===== src/design/phy_mgmt_pkg.sv =====
// Shared constants for the per-PHY interrupt, power-down and low-power-idle logic.
// Assumes a single 25 MHz management clock; all times are converted here.
package phy_mgmt_pkg;

   // Clock rate
   localparam int CLK_KHZ = 25000;

   // Energy status drops after this much quiet line (longest time, rounds down)
   localparam int ENERGY_QUIET_US = 2000;
   localparam int ENERGY_QUIET_CYC = ENERGY_QUIET_US * CLK_KHZ / 1000;

   // Transmit link-pulse interval step while asleep; interval is step * (select + 1)
   localparam int NLP_TX_STEP_MS = 256;
   localparam int NLP_TX_STEP_CYC = NLP_TX_STEP_MS * CLK_KHZ;

   // Two-pulse wake window step; window is step * (select + 1)
   localparam int NLP_RX_STEP_MS = 16;
   localparam int NLP_RX_STEP_CYC = NLP_RX_STEP_MS * CLK_KHZ;

   // Interrupt flag positions inside the flag and enable registers
   localparam int FLAG_LINK_UP = 9;
   localparam int FLAG_WAKE = 8;
   localparam int FLAG_ENERGY = 7;
   localparam int FLAG_AN_DONE = 6;
   localparam int FLAG_REM_FAULT = 5;
   localparam int FLAG_LINK_DOWN = 4;
   localparam int FLAG_LP_ACK = 3;
   localparam int FLAG_PAR_FAULT = 2;
   localparam int FLAG_PAGE_RX = 1;

   // Flag reset value: energy flag reads 1 at power-up
   localparam logic [9:1] FLAG_RST = 9'h040;
   // Sources whose assert event is a falling edge
   localparam logic [9:1] LOW_ACTIVE = 9'h008;
   // Edge-detector history reset, matches the reset levels of the sources
   localparam logic [9:1] PREV_RST = 9'h048;
   // Flags also cleared in primary mode by a read of the status register
   localparam logic [9:1] STAT_RD_CLR = 9'h018;
   // Flags also cleared in primary mode by an expansion read, renegotiation or link down
   localparam logic [9:1] EXP_RD_CLR = 9'h003;

   // Energy status value at start of signal acquisition
   localparam logic ENERGY_RST = 1'b1;

   // Energy-detect wake enable positions in the power management control register
   localparam int PM_ED_WAKE_A = 14;
   localparam int PM_ED_WAKE_B = 15;

   // Transceiver power states
   typedef enum logic [1:0] {PWR_ON, PWR_OFF, PWR_SLEEP, PWR_RESTART} pwr_state_t;

endpackage


===== src/design/phy_irq_power_ctl.sv =====
// Per-PHY interrupt flags, power-down control and low-power-idle enable.
// Assumes register strobes arrive as one-cycle pulses from the management interface
// and status inputs are synchronous to clk.
//
// Notes on behaviour
// - Alternate flag handling only while alternate select is 1, else primary.
// - Each flag has an enable bit at the same position; only enabled ones interrupt.
// - Writing 1 in alternate mode rechecks the source instead of clearing blindly.
// - Recheck clears flag and interrupt if source idle, else both stay set.
// - Link-up source is an internal link status not shown in any register.
// - Wake source is OR of received-status bits ANDed with their enables.
// - Energy status and flag start at 1, clear after a few quiet milliseconds.
// - Every PHY instance keeps its own power-down state.
// - Power-down entry or exit never reloads or resets the registers.
// - General power-off bit keeps the transceiver down; management stays live.
// - Clearing the power-off bit powers up and resets the transceiver.
// - Sleep enable with no energy powers down all but management and detection.
// - While asleep and energy low, stay down and transmit no data.
// - Energy returning wakes, restores prior state and sets the energy flag.
// - Asleep, send link pulses only if enabled, at the selected interval.
// - Wake on one pulse if enabled, else two pulses within selected window.
// - Wake enable bit 14 serves the first PHY, bit 15 the second.
// - Low-power-idle enable takes a strap just after reset and switches the function.
// - Low-power idle runs only with enable, advert, MAC and peer support and 100 full.
// - The enable sets defaults of the capability and advertisement bits.
// - After reset primary mode holds; reading the flag register clears flags.
// - All enabled set flags are ORed into one interrupt output.
`timescale 1ns/1ps
module phy_irq_power_ctl #(
   parameter int PHY_INDEX = 0, // 0 first PHY, 1 second PHY
   parameter int ENERGY_QUIET_CYC = phy_mgmt_pkg::ENERGY_QUIET_CYC,
   parameter int NLP_TX_STEP_CYC = phy_mgmt_pkg::NLP_TX_STEP_CYC,
   parameter int NLP_RX_STEP_CYC = phy_mgmt_pkg::NLP_RX_STEP_CYC
) (
   input wire logic clk, // Management clock
   input wire logic rst_n, // Synchronous reset, active low
   input wire logic alternate_irq_select, // Mode control bit
   input wire logic [9:1] phy_irq_enable_reg, // Interrupt enable bits
   input wire logic flag_wr, // Write strobe to flag register
   input wire logic [9:1] flag_wdata, // Write data to flag register
   input wire logic flag_rd, // Read strobe of flag register
   input wire logic basic_stat_rd, // Read strobe of basic status register
   input wire logic an_exp_rd, // Read strobe of negotiation expansion register
   input wire logic an_restart, // Negotiation restart pulse
   input wire logic internal_link_up, // Internal link status
   input wire logic [7:0] wake_ctl_stat_reg, // Wake received bits and enables
   input wire logic an_complete, // Negotiation complete status
   input wire logic remote_fault, // Remote fault status
   input wire logic link_status, // Register link status
   input wire logic lp_ack, // Partner acknowledge
   input wire logic par_fault, // Parallel detection fault
   input wire logic page_rx, // Page received
   input wire logic general_power_off_bit, // Basic control power-down bit
   input wire logic energy_detect_sleep_enable, // Energy detect sleep enable
   input wire logic nlp_tx_enable, // Send link pulses while asleep
   input wire logic [1:0] nlp_tx_sel, // Transmit pulse interval select
   input wire logic single_nlp_wake, // Wake on a single pulse
   input wire logic [1:0] nlp_rx_sel, // Two-pulse window select
   input wire logic [15:14] power_mgmt_ctl_reg, // Energy wake enables
   input wire logic line_noise_gate, // Line_noise_gate sees line energy
   input wire logic rx_link_pulse, // Received link pulse
   input wire logic rx_packet_energy, // Packet energy on the line
   input wire logic lpi_default_strap_a, // Low-power-idle strap
   input wire logic lpi_enable_wr, // Write strobe of the enable bit
   input wire logic lpi_enable_wdata, // Write data of the enable bit
   input wire logic lpi_adv_100tx, // 100 Mb/s advertisement bit
   input wire logic mac_lpi_ok, // MAC supports low-power idle
   input wire logic partner_lpi_ok, // Partner supports low-power idle
   input wire logic link_100_full, // Link is 100 Mb/s full duplex
   output logic [9:1] phy_irq_flag_reg, // Flag register value
   output logic phy_irq, // Internal interrupt
   output logic line_energy_present, // Energy status
   output logic xcvr_power_on, // Transceiver powered
   output logic xcvr_reset, // Transceiver reset pulse
   output logic xcvr_restore, // Restore prior state pulse
   output logic tx_allowed, // Transmitter may send data
   output logic nlp_tx_pulse, // Send one link pulse
   output logic energy_wake_req, // Wake request toward power management
   output logic low_power_idle_enable, // Enable bit value
   output logic lpi_cap_default, // Capability bit default
   output logic lpi_adv_default, // Advertisement bit default
   output logic lpi_active // Low-power idle may operate
);
   phy_mgmt_pkg::pwr_state_t state_ff, nxt_state;
   logic [9:1] flags_ff;
   logic [9:1] nxt_flags;
   logic [9:1] prev_ff;
   logic [9:1] src;
   logic [9:1] active;
   logic [9:1] rise;
   logic [9:1] clr;
   logic [9:1] keep_mask;
   logic wake_event_source;
   logic energy_ff;
   logic [31:0] quiet_ff;
   logic restore_ff;
   logic lpi_en_ff;
   logic strap_taken_ff;
   logic sleeping;
   logic nlp_wake;
   logic nlp_tick;
   logic energy_seen;
   logic exp_clr_event;

   // Wake source: received bits gated by their enables, then ORed
   assign wake_event_source = |(wake_ctl_stat_reg[7:4] & wake_ctl_stat_reg[3:0]);

   // Source vector, link-up taken from internal status only
   assign src[phy_mgmt_pkg::FLAG_LINK_UP] = internal_link_up;
   assign src[phy_mgmt_pkg::FLAG_WAKE] = wake_event_source;
   assign src[phy_mgmt_pkg::FLAG_ENERGY] = energy_ff;
   assign src[phy_mgmt_pkg::FLAG_AN_DONE] = an_complete;
   assign src[phy_mgmt_pkg::FLAG_REM_FAULT] = remote_fault;
   assign src[phy_mgmt_pkg::FLAG_LINK_DOWN] = link_status;
   assign src[phy_mgmt_pkg::FLAG_LP_ACK] = lp_ack;
   assign src[phy_mgmt_pkg::FLAG_PAR_FAULT] = par_fault;
   assign src[phy_mgmt_pkg::FLAG_PAGE_RX] = page_rx;

   // Link down also acts as a clear event for the negotiation flags
   assign exp_clr_event = an_exp_rd || an_restart || !link_status;

   // Per-flag set and clear terms; link-down flag asserts on a falling source
   for (genvar i = 1; i <= 9; i++) begin : g_flag
      assign active[i] = src[i] ^ phy_mgmt_pkg::LOW_ACTIVE[i];
      assign rise[i] = active[i] && !prev_ff[i];
      // Alternate: a 1 written only clears once the source is idle
      // Primary: register read, source return (not for the link-down flag) or the listed side events
      assign clr[i] = alternate_irq_select ?
         (flag_wr && flag_wdata[i] && !active[i]) :
         (flag_rd
          || (!active[i] && !phy_mgmt_pkg::LOW_ACTIVE[i])
          || (basic_stat_rd && phy_mgmt_pkg::STAT_RD_CLR[i])
          || (exp_clr_event && phy_mgmt_pkg::EXP_RD_CLR[i]));
      // A new edge in the clearing cycle still sets the flag
      assign nxt_flags[i] = rise[i] || (flags_ff[i] && !clr[i]);
   end

   // Flag and edge history registers; energy flag starts set
   always_ff @(posedge clk) begin
      if (!rst_n) begin
         flags_ff <= phy_mgmt_pkg::FLAG_RST;
         prev_ff <= phy_mgmt_pkg::PREV_RST;
      end else begin
         flags_ff <= nxt_flags;
         prev_ff <= active;
      end
   end

   assign phy_irq_flag_reg = flags_ff;
   // Only enabled flags reach the single interrupt line
   assign phy_irq = |(flags_ff & phy_irq_enable_reg);

   // Energy is seen directly while awake; asleep it needs a qualified pulse wake or packet energy
   assign sleeping = (state_ff == phy_mgmt_pkg::PWR_SLEEP);
   assign energy_seen = sleeping ? (nlp_wake || rx_packet_energy)
                                 : (line_noise_gate || rx_packet_energy);

   // Energy status: set on energy, dropped after a quiet stretch
   // Starts high so acquisition begins as if energy were present
   always_ff @(posedge clk) begin
      if (!rst_n) begin
         energy_ff <= phy_mgmt_pkg::ENERGY_RST;
         quiet_ff <= 32'h0;
      end else if (energy_seen) begin
         energy_ff <= 1'b1;
         quiet_ff <= 32'h0;
      end else if (quiet_ff >= 32'(ENERGY_QUIET_CYC - 1)) begin
         energy_ff <= 1'b0;
         quiet_ff <= quiet_ff;
      end else begin
         quiet_ff <= quiet_ff + 32'h1;
      end
   end

   assign line_energy_present = energy_ff;

   // Power state choice; register values are never touched here
   always_comb begin
      nxt_state = state_ff;
      case (state_ff)
         phy_mgmt_pkg::PWR_ON: begin
            if (general_power_off_bit)
               nxt_state = phy_mgmt_pkg::PWR_OFF;
            else if (energy_detect_sleep_enable && !energy_ff)
               nxt_state = phy_mgmt_pkg::PWR_SLEEP;
         end
         phy_mgmt_pkg::PWR_OFF: begin
            if (!general_power_off_bit)
               nxt_state = phy_mgmt_pkg::PWR_RESTART;
         end
         phy_mgmt_pkg::PWR_SLEEP: begin
            if (general_power_off_bit)
               nxt_state = phy_mgmt_pkg::PWR_OFF;
            else if (!energy_detect_sleep_enable || energy_ff)
               nxt_state = phy_mgmt_pkg::PWR_ON;
         end
         phy_mgmt_pkg::PWR_RESTART: begin
            nxt_state = general_power_off_bit ? phy_mgmt_pkg::PWR_OFF : phy_mgmt_pkg::PWR_ON;
         end
         default: nxt_state = phy_mgmt_pkg::PWR_ON;
      endcase
   end

   // State and the one-cycle restore pulse on leaving sleep for PWR_ON
   always_ff @(posedge clk) begin
      if (!rst_n) begin
         state_ff <= phy_mgmt_pkg::PWR_ON;
         restore_ff <= 1'b0;
      end else begin
         state_ff <= nxt_state;
         restore_ff <= sleeping && (nxt_state == phy_mgmt_pkg::PWR_ON);
      end
   end

   // Power outputs decoded from the registered state; restore comes from its own pulse register
   assign xcvr_power_on = (state_ff == phy_mgmt_pkg::PWR_ON)
                          || (state_ff == phy_mgmt_pkg::PWR_RESTART);
   assign xcvr_reset = (state_ff == phy_mgmt_pkg::PWR_RESTART);
   assign xcvr_restore = restore_ff;
   assign tx_allowed = (state_ff == phy_mgmt_pkg::PWR_ON);

   // Link pulses while asleep only when enabled; data path stays silent
   nlp_tx_timer #(
      .STEP_CYC(NLP_TX_STEP_CYC)
   ) u_tx_timer (
      .clk(clk),
      .rst_n(rst_n),
      .run(sleeping && nlp_tx_enable),
      .sel(nlp_tx_sel),
      .tick(nlp_tick)
   );
   assign nlp_tx_pulse = nlp_tick && sleeping && nlp_tx_enable;

   // One or two pulses, armed only in sleep so stray pulses cost nothing
   nlp_wake_detect #(
      .STEP_CYC(NLP_RX_STEP_CYC)
   ) u_wake_detect (
      .clk(clk),
      .rst_n(rst_n),
      .armed(sleeping),
      .single_en(single_nlp_wake),
      .sel(nlp_rx_sel),
      .rx_pulse(rx_link_pulse),
      .wake(nlp_wake)
   );

   // Wake request routed by this PHY's own enable bit
   assign energy_wake_req = restore_ff && ((PHY_INDEX == 0) ?
      power_mgmt_ctl_reg[phy_mgmt_pkg::PM_ED_WAKE_A] :
      power_mgmt_ctl_reg[phy_mgmt_pkg::PM_ED_WAKE_B]);

   // Enable bit takes the strap in the first cycle after reset release;
   // caught by a clocked step so reset itself loads only a constant
   always_ff @(posedge clk) begin
      if (!rst_n) begin
         lpi_en_ff <= 1'b0;
         strap_taken_ff <= 1'b0;
      end else if (!strap_taken_ff) begin
         lpi_en_ff <= lpi_default_strap_a;
         strap_taken_ff <= 1'b1;
      end else if (lpi_enable_wr) begin
         lpi_en_ff <= lpi_enable_wdata;
      end
   end

   assign low_power_idle_enable = lpi_en_ff;
   assign lpi_cap_default = lpi_en_ff;
   assign lpi_adv_default = lpi_en_ff;
   assign lpi_active = lpi_en_ff && lpi_adv_100tx && mac_lpi_ok
                       && partner_lpi_ok && link_100_full;

   // Checks

   // Flags that a recheck must leave set: raised while their source is still active
   assign keep_mask = flags_ff & active;
endmodule // phy_irq_power_ctl


===== src/design/nlp_tx_timer.sv =====
// Periodic tick for link pulses sent while the transceiver sleeps.
// Assumes run is held for as long as pulses are wanted; counter restarts on run low.
`timescale 1ns/1ps
module nlp_tx_timer #(
   parameter int STEP_CYC = phy_mgmt_pkg::NLP_TX_STEP_CYC
) (
   input wire logic clk, // Management clock
   input wire logic rst_n, // Synchronous reset, active low
   input wire logic run, // Count while high
   input wire logic [1:0] sel, // Interval select
   output logic tick // One-cycle pulse per interval
);
   logic [31:0] cnt_ff;
   logic [31:0] limit;

   // Interval length in cycles minus one
   assign limit = 32'(STEP_CYC * (int'(sel) + 1) - 1);

   // Free count, cleared whenever not running
   always_ff @(posedge clk) begin
      if (!rst_n || !run) begin
         cnt_ff <= 32'h0;
         tick <= 1'b0;
      end else if (cnt_ff >= limit) begin
         cnt_ff <= 32'h0;
         tick <= 1'b1;
      end else begin
         cnt_ff <= cnt_ff + 32'h1;
         tick <= 1'b0;
      end
   end
endmodule // nlp_tx_timer


===== src/design/nlp_wake_detect.sv =====
// Decides when received link pulses should wake the sleeping transceiver.
// Assumes rx_pulse is one cycle per received pulse; armed is high only while asleep.
`timescale 1ns/1ps
module nlp_wake_detect #(
   parameter int STEP_CYC = phy_mgmt_pkg::NLP_RX_STEP_CYC
) (
   input wire logic clk, // Management clock
   input wire logic rst_n, // Synchronous reset, active low
   input wire logic armed, // Sleeping, detector live
   input wire logic single_en, // Wake on one pulse
   input wire logic [1:0] sel, // Two-pulse window select
   input wire logic rx_pulse, // Received link pulse
   output logic wake // One-cycle wake pulse
);
   logic [31:0] cnt_ff;
   logic open_ff;
   logic [31:0] limit;

   // Window length in cycles minus one
   assign limit = 32'(STEP_CYC * (int'(sel) + 1) - 1);

   // A first pulse opens the window; a second inside it wakes
   always_ff @(posedge clk) begin
      if (!rst_n || !armed) begin
         cnt_ff <= 32'h0;
         open_ff <= 1'b0;
         wake <= 1'b0;
      end else if (rx_pulse) begin
         wake <= single_en || open_ff;
         open_ff <= !(single_en || open_ff);
         cnt_ff <= 32'h0;
      end else begin
         wake <= 1'b0;
         open_ff <= open_ff && (cnt_ff < limit);
         cnt_ff <= open_ff ? cnt_ff + 32'h1 : 32'h0;
      end
   end
endmodule // nlp_wake_detect


===== config.mk =====
export PLATFORM = sky130hd
export DESIGN_NAME = phy_irq_power_ctl
export DESIGN_NICKNAME = d
export VERILOG_FILES = /design/src/design/phy_mgmt_pkg.sv /design/src/design/phy_irq_power_ctl.sv /design/src/design/nlp_tx_timer.sv /design/src/design/nlp_wake_detect.sv
export SDC_FILE = /design/constraint.sdc
export NUM_CORES = 1
export LEC_CHECK = 0
export ABC_AREA = 1
export BUFFER_PORTS_ARGS = -buffer_cell sky130_fd_sc_hd__buf_2
export CORE_ASPECT_RATIO = 2
export CORE_MARGIN = 8
export CORE_UTILIZATION = 45
export DETAILED_ROUTE_END_ITERATION = 7
export GPL_TIMING_DRIVEN = 0
export PLACE_DENSITY_LB_ADDON = 0.15
export SLEW_MARGIN = 20
export SYNTH_ARGS = -nofsm -noshare
export SYNTH_HDL_FRONTEND = slang
export SYNTH_SLANG_ARGS = --single-unit

===== constraint.sdc =====
create_clock -name clk -period 2.41 [get_ports clk]
set_input_delay 0.1205 -clock clk [delete_from_list [all_inputs] [get_ports clk]]
set_output_delay 0.1205 -clock clk [all_outputs]
set_load 0.005 [all_outputs]

==> impl_metrics.env, run 1 <==
export IMPL_power_internal_mw=3.91
export IMPL_synth_distinct_cells=48
export IMPL_fin_cells=1521
export IMPL_cts_made_buffers=17
export IMPL_power_share_sequential=0.406
export IMPL_grt_use_total=0.187
export IMPL_synth_main_ff_cell="dfxtp_1"
export IMPL_worst_slew_pin_slew_ns=0.533
export IMPL_vias=7653
export IMPL_grt_max_degree=17
export IMPL_ctsRootBufferMaster="clkbuf_16"
export IMPL_wl_per_cell_um=13.2
export IMPL_ys_ff_latch=123
export IMPL_relSlewSlack=0.645
export IMPL_area_growth_pct=23.8
export IMPL_fp_dieW_um=109
export IMPL_pin_count=82
export IMPL_combPwrFrac=0.085
export IMPL_htreeDepth=4
export IMPL_initial_utilization=0.453
export IMPL_synth_async_reset_ratio=0
export IMPL_synth_edff_count=0
export IMPL_antenna_left=0
export IMPL_place_hpwl_um=15000
export IMPL_min_to="u_wake_detect.wake$_SDFF_PP0_"
export IMPL_critPathCaptureType="flop"
export IMPL_cellPowerDensity_nw_per_um2=533
export IMPL_placementRows=68
export IMPL_drv_slew=0
export IMPL_clockBufferDepth=2
export IMPL_gp_congestion=0.912
export IMPL_first_pass_iters=5
export IMPL_grt_pass1_wl_um=33400
export IMPL_fin_crit_ns=2.45
export IMPL_setup_violations=27
export IMPL_io_buffer_count=79
export IMPL_crit_family="simple AND/OR/NAND/NOR gates"
export IMPL_cp_num_buf_inv=5
export IMPL_critPathLaunchType="input pin"
export IMPL_hold_viol=0
export IMPL_path_cells="buf_12 > clkinvlp_4 > ha_4 > inv_4 > nor2_4 > nor2_4 > ha_4 > a21oi_2 > nand2_1 > xor2_2 > nand2_1 > nand3_2 > inv_1 > ha_1 > nand2_1 > nor2_2 > nand2_1 > nor2_2 > nand2_2 > nand3_4 > buf_8 > nor2_4"
export IMPL_path_class="in2reg"
export IMPL_layout_setup_ws_ns=-0.0356
export IMPL_tns_ns=-0.321
export IMPL_avgSynthCellArea_sq_um=6.65
export IMPL_largestRegisters="quiet_ff (32), u_tx_timer.cnt_ff (32), u_wake_detect.cnt_ff (32)"
export IMPL_worstRegToRegCells=7
export IMPL_ir_drop_mv=0.460
export IMPL_fin_skew_ns=0.00942
export IMPL_hold_start="rx_link_pulse"
export IMPL_hold_path_depth=2
export IMPL_cts_num_sinks=123
export IMPL_power_mw=5.11
export IMPL_p_sw_frac=0.235
export IMPL_status="finished, violations left"
export IMPL_p_clk_frac=0.508
export IMPL_synth_cells=1165
export IMPL_drc=0
export IMPL_dp_cells=1459
export IMPL_layout_commonest_cell="nand2_1"
export IMPL_syn_area_sq_um=7740
export IMPL_dieHeight_um=202
export IMPL_r2r_end="u_wake_detect.cnt_ff[20]$_SDFF_PP0_"
export IMPL_power_switching_mw=1.20
export IMPL_hold_class="in2reg"
export IMPL_antenna_found_initial=0
export IMPL_tritoncts="done"
export IMPL_insertedDiodeCount=0
export IMPL_dieArea_sq_um=21900
export IMPL_r2r_slack_ns=0.36
export IMPL_worstSkewPairLatency_ns=0.42
export IMPL_mostFrequentLayoutCells="nand2_1, nor2_1, inv_1"
export IMPL_whs_ns=0.0158
export IMPL_path_clk_slew_ns=0.06
export IMPL_ys_warn_count=0
export IMPL_cp_arrival_ns=2.75
export IMPL_period_share=1.01
export IMPL_grt_setup_unrepaired="yes"
export IMPL_utilization=0.561
export IMPL_p_leak_nw=3.88
export IMPL_startpoint="nlp_tx_sel[0]"
export IMPL_vias_per_cell=5.03
export IMPL_core_area_sq_um=17100
export IMPL_grt_overflow=0
export IMPL_violations="setup timing"
export IMPL_max_freq_mhz=409
export IMPL_r2r_start="state_ff[0]$_SDFF_PN0_"
export IMPL_crit_path_top_delay_cell="ha_4"
export IMPL_synth_seq_area_share=0.318
export IMPL_cp_max_fo=8
export IMPL_wirelength_um=20100
export IMPL_critPathMaxStageDelay_ns=0.32
export IMPL_required_ns=2.71
export IMPL_drive_gt1_frac=0.166
export IMPL_grt_pass1_vias=7137
export IMPL_drt_first_iter_violations=495
export IMPL_nets=1425
export IMPL_crit_path_frequent_cell="nand2_1"
export IMPL_maxCapViolCount=0
-- power by group through the flow --
stage	logic, mW	clock network [mW]	registers [mW]
floorplan	0.217	0	2.12
global placement	0.347	0	2.12
detailed placement	0.359	0	2.12
CTS	0.418	2.65	2.08
global route	0.492	2.73	2.08
finish	0.437	2.60	2.08
-- kinds of logic (layout without fill, tap and decap cells) --
kind of cell / count (synthesis) / count (layout) / share of synthesized area
AND/OR/NAND/NOR: 658 / 658 / 0.365
buffers and inverters: 165 / 306 / 0.0847
flip-flops: 123 / 123 / 0.318
AO/OA/AOI/OAI: 111 / 111 / 0.0792
adder cells (fa/ha/maj): 65 / 65 / 0.105
XOR/XNOR: 42 / 42 / 0.0475
other: 1 / 6 / 0.000484
-- through the flow --
stage               setup slack [ns]  cell area [sq um]
global placement              -0.895               8440
CTS                          -0.0236               9380
global route                  -0.211               9590
finish                       -0.0356               9590
floorplan                     -0.130               7790
detailed placement             -1.04               8440
-- timing repair --
action	in CTS	in global routing
endpoints found under the setup margin	33	34
gates resized for setup	37	47
buffers inserted	10	6
gates cloned	3	0
hold buffers	12	0
hold endpoints to repair	13	0
pin swaps	15	20
-- synthesized netlist by cell type, types with 2 or more instances --
| cell | number | share of area |
|---|---|---|
| xnor2_1 | 15 | 0.017 |
| inv_2 | 2 | 0.00097 |
| a21oi_1 | 62 | 0.040 |
| o21a_1 | 3 | 0.0029 |
| a211oi_1 | 3 | 0.0029 |
| nor3b_1 | 2 | 0.0019 |
| nand4_1 | 28 | 0.023 |
| dfxtp_1 | 123 | 0.32 |
| and3_1 | 3 | 0.0024 |
| nor4_1 | 2 | 0.0016 |
| a221oi_1 | 2 | 0.0023 |
| o22ai_1 | 3 | 0.0024 |
| nor3_1 | 21 | 0.014 |
| o21ai_0 | 26 | 0.017 |
| buf_2 | 4 | 0.0026 |
| nand2_4 | 2 | 0.0029 |
| xor2_1 | 27 | 0.031 |
| o31ai_1 | 2 | 0.0019 |
| buf_4 | 5 | 0.0048 |
| inv_1 | 146 | 0.071 |
| nand3_1 | 52 | 0.034 |
| nand2_1 | 312 | 0.15 |
| nand2_2 | 5 | 0.0040 |
| nor2_1 | 200 | 0.097 |
| clkbuf_1 | 6 | 0.0029 |
| nand3b_1 | 13 | 0.013 |
| nor2_4 | 3 | 0.0044 |
| ha_1 | 65 | 0.11 |
| nand3_2 | 4 | 0.0052 |
| nor2_2 | 6 | 0.0048 |
-- metal layers --
layer | GRT usage | routed length, um | vias to the layer above
li1 | - | - | 3990
met5 | 0 | 0 | -
met4 | 0.0758 | 512 | 0
met2 | 0.297 | 9160 | 191
met3 | 0.0336 | 1090 | 32
met1 | 0.242 | 9330 | 3440
-- cell type report --
| type | count | area, sq um |
|---|---|---|
| flip-flops and latches | 123 | 2460 |
| well taps | 210 | 263 |
| clock inverters | 11 | 146 |
| repair buffers | 110 | 696 |
| inverters | 149 | 577 |
| multi-input cells | 882 | 4890 |
| plain buffers | 16 | 110 |
| clock buffers | 20 | 447 |
| fillers | 1682 | 7510 |
-- worst max path at each step --
stage | to | slack [ns] | cells past startpoint
global route | u_tx_timer.cnt_ff[9]$_SDFF_PP0_ | -0.21 | 21
detailed placement | u_tx_timer.cnt_ff[15]$_SDFF_PP0_ | -1.04 | 21
finish | u_tx_timer.cnt_ff[15]$_SDFF_PP0_ | -0.04 | 22
global placement | u_tx_timer.cnt_ff[16]$_SDFF_PP0_ | -0.89 | 20
floorplan | u_tx_timer.cnt_ff[6]$_SDFF_PP0_ | -0.13 | 20
CTS | u_tx_timer.cnt_ff[14]$_SDFF_PP0_ | -0.02 | 21
(Power assumes the default switching activity.)
==> inputs of run 2 (changes only) <==
==> constraint.sdc (replaced) <==
create_clock -name clk -period 2.41 [get_ports clk]
set_input_delay 0.241 -clock clk [delete_from_list [all_inputs] [get_ports clk]]
set_output_delay 0.241 -clock clk [all_outputs]
set_load 0.005 [all_outputs]
==> run 2 against run 1 <==
The run still ends with setup timing left. Clock skew fell by 0.0022 ns. Critical path depth fell by 1. Sequential share of layout area rose by 0.31 points. Cell count fell by 0.99%. Largest power group unchanged.
==> impl_metrics.env, run 2 (same netlist as run 1, synthesis figures left out) <==
export IMPL_r2r_end="u_wake_detect.cnt_ff[15]$_SDFF_PP0_"
export IMPL_nFillCells=1645
export IMPL_io_buffer_count=79
export IMPL_r2r_slack_ns=0.35
export IMPL_status="finished, violations left"
export IMPL_design_area_sq_um=9480
export IMPL_drt_first_iter_violations=473
export IMPL_path_class="in2reg"
export IMPL_fin_crit_ns=2.50
export IMPL_vias=7535
export IMPL_tns_ns=-1.64
export IMPL_seqCellArea_sq_um=2460
export IMPL_power_mw=5.05
export IMPL_fin_cells=1506
export IMPL_worstSkewPairLatency_ns=0.42
export IMPL_fp_dieW_um=109
export IMPL_path_cells="buf_12 > clkinvlp_4 > ha_4 > inv_4 > nor2_4 > nor2_4 > ha_4 > nor2_4 > xor2_2 > xor2_1 > ha_1 > nand2_1 > nand2_1 > nand2_1 > nand2_1 > nand3_2 > nand2_2 > nor2_4 > nand3_4 > buf_6 > nor2_2"
export IMPL_dieHeight_um=202
export IMPL_worstRegToRegCells=7
export IMPL_cp_max_fo=8
export IMPL_p_leak_nw=3.82
export IMPL_cp_arrival_ns=2.85
export IMPL_cp_depth=21
export IMPL_grt_setup_unrepaired="yes"
export IMPL_grt_pass1_vias=7078
export IMPL_largestRegisters="quiet_ff (32), u_tx_timer.cnt_ff (32), u_wake_detect.cnt_ff (32)"
export IMPL_place_hpwl_um=14900
export IMPL_hold_viol=0
export IMPL_worst_slew_pin_slew_ns=0.516
export IMPL_critPathCaptureType="flop"
export IMPL_drv_slew=0
export IMPL_dp_cells=1459
export IMPL_layout_setup_ws_ns=-0.0852
export IMPL_area_growth_pct=22.4
export IMPL_cellPowerDensity_nw_per_um2=533
export IMPL_cp_num_buf_inv=4
export IMPL_dieArea_sq_um=21900
export IMPL_cts_made_buffers=17
export IMPL_antenna_found_initial=0
export IMPL_htreeDepth=4
export IMPL_gp_congestion=0.902
export IMPL_wl_per_cell_um=13.0
export IMPL_wirelength_um=19500
export IMPL_mostFrequentLayoutCells="nand2_1, nor2_1, inv_1"
export IMPL_drc=0
export IMPL_grt_use_total=0.182
export IMPL_path_clk_slew_ns=0.06
export IMPL_relSlewSlack=0.655
export IMPL_drive_gt1_frac=0.167
export IMPL_multi_input_area_sq_um=4910
export IMPL_maxCapViolCount=0
export IMPL_fin_skew_ns=0.00718
export IMPL_crit_path_top_delay_cell="ha_4"
export IMPL_crit_end="u_tx_timer.cnt_ff[15]$_SDFF_PP0_"
export IMPL_layout_commonest_cell="nand2_1"
export IMPL_cts_hold_buf=0
export IMPL_period_share=1.04
export IMPL_core_area_sq_um=17100
export IMPL_antenna_left=0
export IMPL_placementRows=68
export IMPL_max_freq_mhz=401
export IMPL_violations="setup timing"
export IMPL_setup_violations=31
export IMPL_grt_pass1_wl_um=32400
export IMPL_place_ws_ns=-1.07
export IMPL_critPathMaxStageDelay_ns=0.30
export IMPL_hold_class="in2reg"
export IMPL_insertedDiodeCount=0
export IMPL_startpoint="nlp_tx_sel[0]"
export IMPL_clockBufferDepth=2
export IMPL_critPathLaunchType="input pin"
export IMPL_initial_utilization=0.453
export IMPL_place_area_sq_um=8440
export IMPL_r2r_start="state_ff[0]$_SDFF_PN0_"
export IMPL_vias_per_cell=5.00
export IMPL_grt_max_degree=17
export IMPL_crit_family="simple AND/OR/NAND/NOR gates"
export IMPL_required_ns=2.76
export IMPL_cts_num_sinks=123
export IMPL_nets=1409
export IMPL_ir_drop_mv=0.508
export IMPL_tritoncts="done"
export IMPL_first_pass_iters=5
export IMPL_ctsRootBufferMaster="clkbuf_16"
export IMPL_pin_count=82
export IMPL_grt_overflow=0
## run 2: timing repair
item / in CTS / in global routing
gates resized for setup: 30 / 60
cloned: 3 / 0
pin swaps: 15 / 14
endpoints found under the setup margin: 34 / 34
setup buffers: 10 / 2
## run 2: worst min-delay path by stage
stage                                    startpoint                        endpoint  slack, ns  cells after the start
after global routing                    link_status           prev_ff[4]$_SDFF_PN1_       0.01                      2
after global placement        prev_ff[8]$_SDFF_PN0_  phy_irq_flag_reg[8]$_SDFF_PN0_       0.41                      1
final                                   link_status           prev_ff[4]$_SDFF_PN1_       0.03                      2
after CTS                               link_status           prev_ff[4]$_SDFF_PN1_       0.01                      2
after detailed placement  quiet_ff[31]$_SDFFE_PP0N_       quiet_ff[31]$_SDFFE_PP0N_       0.42                      2
after floorplan                               rst_n          strap_taken_ff$_DFF_P_       0.27                      0
## run 2: through the flow
step           utilization  hold WS, ns
5_1_grt              0.554       0.0140
3_3_place_gp         0.494        0.411
6_report             0.554       0.0304
3_5_place_dp         0.494        0.418
4_1_cts              0.541       0.0122
2_1_floorplan            -        0.269
## run 2: cell type report
type | count | area share
multi-input cells | 882 | 0.518
flip-flops and latches | 123 | 0.260
inverters | 149 | 0.0610
repair buffers | 94 | 0.0597
clock buffers | 17 | 0.0449
well taps | 210 | 0.0277
clock inverters | 15 | 0.0173
plain buffers | 16 | 0.0116
## run 2: where the power goes
| group | total (mW) | switching, mW | internal, mW |
|---|---|---|---|
| Sequential | 2.08 | 0.0178 | 2.06 |
| Combinational | 0.420 | 0.227 | 0.193 |
| Clock | 2.55 | 1.01 | 1.54 |
## run 2: metal layers
| layer | vias to the layer above | track usage | wire (um) |
|---|---|---|---|
| met5 | - | 0 | 0 |
| met4 | 0 | 0.0788 | 494 |
| met3 | 35 | 0.0407 | 1340 |
| met2 | 211 | 0.283 | 8630 |
| met1 | 3334 | 0.232 | 9070 |
| li1 | 3955 | - | - |
==> inputs of run 3 (changes only) <==
CORE_ASPECT_RATIO = 1.75   (was 2)
CORE_UTILIZATION = 43   (was 45)
GPL_TIMING_DRIVEN = unset   (was 0)
==> run 3 against run 2 <==
The run still ends with setup timing left. Sequential share of layout area rose by 0.22 points. Non-clock buffer count rose by 13. Combinational power fell by 2%. Power barely moved. Worst hold slack got worse by 0.015 ns. Register-to-register slack improved by 0.13 ns. Sequential cell count did not move. Clock skew barely moved. Utilization fell by 2.7 points. Die area rose by 3.7%. Clock power barely moved. Critical path type unchanged. Highest routed layer unchanged.
==> impl_metrics.env, run 3 (same netlist as run 1, synthesis figures left out) <==
export IMPL_relSlewSlack=0.640
export IMPL_crit_family="simple AND/OR/NAND/NOR gates"
export IMPL_gp_congestion=0.938
export IMPL_nFillCells=1848
export IMPL_cp_arrival_ns=2.80
export IMPL_largestRegisters="quiet_ff (32), u_tx_timer.cnt_ff (32), u_wake_detect.cnt_ff (32)"
export IMPL_setup_violations=27
export IMPL_antenna_found_initial=1
export IMPL_clockBufferDepth=2
export IMPL_vias=7565
export IMPL_ctsRootBufferMaster="clkbuf_16"
export IMPL_vias_per_cell=4.90
export IMPL_wirelength_um=20400
export IMPL_drive_gt1_frac=0.149
export IMPL_critPathLaunchType="input pin"
export IMPL_tritoncts="done"
export IMPL_utilization=0.528
export IMPL_antenna_left=0
export IMPL_critPathMaxStageDelay_ns=0.30
export IMPL_place_hpwl_um=16600
export IMPL_crit_path_frequent_cell="nand2_1"
export IMPL_grt_overflow=0
export IMPL_drt_first_iter_violations=273
export IMPL_path_clk_slew_ns=0.06
export IMPL_ir_drop_mv=0.342
export IMPL_hold_viol=0
export IMPL_hold_class="in2reg"
export IMPL_fin_skew_ns=0.00737
export IMPL_violations="setup timing"
export IMPL_first_pass_iters=5
export IMPL_crit_path_top_delay_cell="ha_1"
export IMPL_worst_slew_pin_slew_ns=0.539
export IMPL_grt_max_degree=33
export IMPL_cp_max_fo=16
export IMPL_drv_slew=0
export IMPL_layout_setup_ws_ns=-0.0375
export IMPL_p_leak_nw=3.89
export IMPL_fp_dieW_um=117
export IMPL_cts_hold_buf=0
export IMPL_core_area_sq_um=17800
export IMPL_period_share=1.02
export IMPL_power_mw=5.05
export IMPL_maxCapViolCount=0
export IMPL_nets=1422
export IMPL_status="finished, violations left"
export IMPL_multi_input_area_sq_um=4730
export IMPL_dieArea_sq_um=22700
export IMPL_path_class="in2reg"
export IMPL_fin_crit_ns=2.45
export IMPL_pin_count=82
export IMPL_grt_use_total=0.183
export IMPL_grt_pass1_wl_um=34000
export IMPL_worstSkewPairLatency_ns=0.42
export IMPL_placementRows=65
export IMPL_drc=0
export IMPL_htreeDepth=4
export IMPL_layout_commonest_cell="nand2_1"
export IMPL_critPathCaptureType="flop"
export IMPL_seqCellArea_sq_um=2460
export IMPL_io_buffer_count=80
export IMPL_area_growth_pct=21.3
export IMPL_cts_made_buffers=17
export IMPL_path_cells="buf_2 > inv_1 > ha_4 > nor2_1 > nor2_2 > ha_1 > nor2_1 > xor2_1 > xor2_1 > ha_1 > nand2_1 > nand2_1 > nand2_1 > nand2_1 > nand3_1 > nand2_1 > nor2_2 > nand3_4 > buf_8 > nor2_1"
export IMPL_cellPowerDensity_nw_per_um2=537
export IMPL_grt_setup_unrepaired="yes"
export IMPL_required_ns=2.77
export IMPL_cp_num_buf_inv=3
export IMPL_mostFrequentLayoutCells="nand2_1, nor2_1, inv_1"
export IMPL_max_freq_mhz=409
export IMPL_initial_utilization=0.435
export IMPL_wl_per_cell_um=13.2
export IMPL_grt_pass1_vias=7533
export IMPL_cts_num_sinks=123
export IMPL_dieHeight_um=194
==> run 3: layout make-up <==
cell class / instances / share of cell area
multi-input cells: 882 / 0.504
clock inverters: 11 / 0.0141
inverters: 149 / 0.0601
repair buffers: 123 / 0.0796
diodes: 1 / 0.000266
flip-flops and latches: 123 / 0.262
well taps: 234 / 0.0312
clock buffers: 21 / 0.0490
==> run 3: path summary, 6_finish.rpt <==
check | start | endpoint | slack (ns) | cells after the start
setup / recovery | nlp_tx_sel[1] | u_tx_timer.cnt_ff[19]$_SDFF_PP0_ | -0.04 | 20
hold / removal | link_status | prev_ff[4]$_SDFF_PN1_ | 0.02 | 2
setup reg to reg | u_tx_timer.cnt_ff[0]$_SDFF_PP0_ | u_tx_timer.cnt_ff[30]$_SDFF_PP0_ | 0.48 | 10
hold reg to reg | prev_ff[8]$_SDFF_PN0_ | phy_irq_flag_reg[8]$_SDFF_PN0_ | 0.42 | 1
==> run 3: layer usage <==
layer	routed length (um)	vias to the layer above	part of all wire	global-route usage
met5	0	-	0	0
met1	7340	3377	0.36	0.162
li1	-	3969	-	-
met2	11100	144	0.54	0.348
met3	641	75	0.031	0.0364
met4	1340	0	0.066	0.145
==> run 3: timing repair <==
item	CTS	global route
gates cloned	1	0
pin swaps	0	4
setup endpoints to repair	32	34
resized for setup	4	19
setup buffers	1	0
==> run 3: through the flow <==
stage	hold WS, ns	instances	instance area, sq um	TNS, ns	setup slack (ns)
CTS	0.00464	1543	9310	-1.18	-0.0669
finish	0.0158	1544	9400	-0.437	-0.0375
floorplan	0.269	1170	7790	-7.49	-0.242
global placement	0.412	1509	8690	-13.82	-0.442
detailed placement	0.416	1509	8690	-15.94	-0.517
global route	0.0209	1544	9400	-7.28	-0.256
==> run 3: power by group <==
| part | total (mW) | switching, mW | internal, mW |
|---|---|---|---|
| Sequential | 2.08 | 0.0172 | 2.06 |
| Clock | 2.56 | 0.970 | 1.59 |
| Combinational | 0.412 | 0.214 | 0.198 |
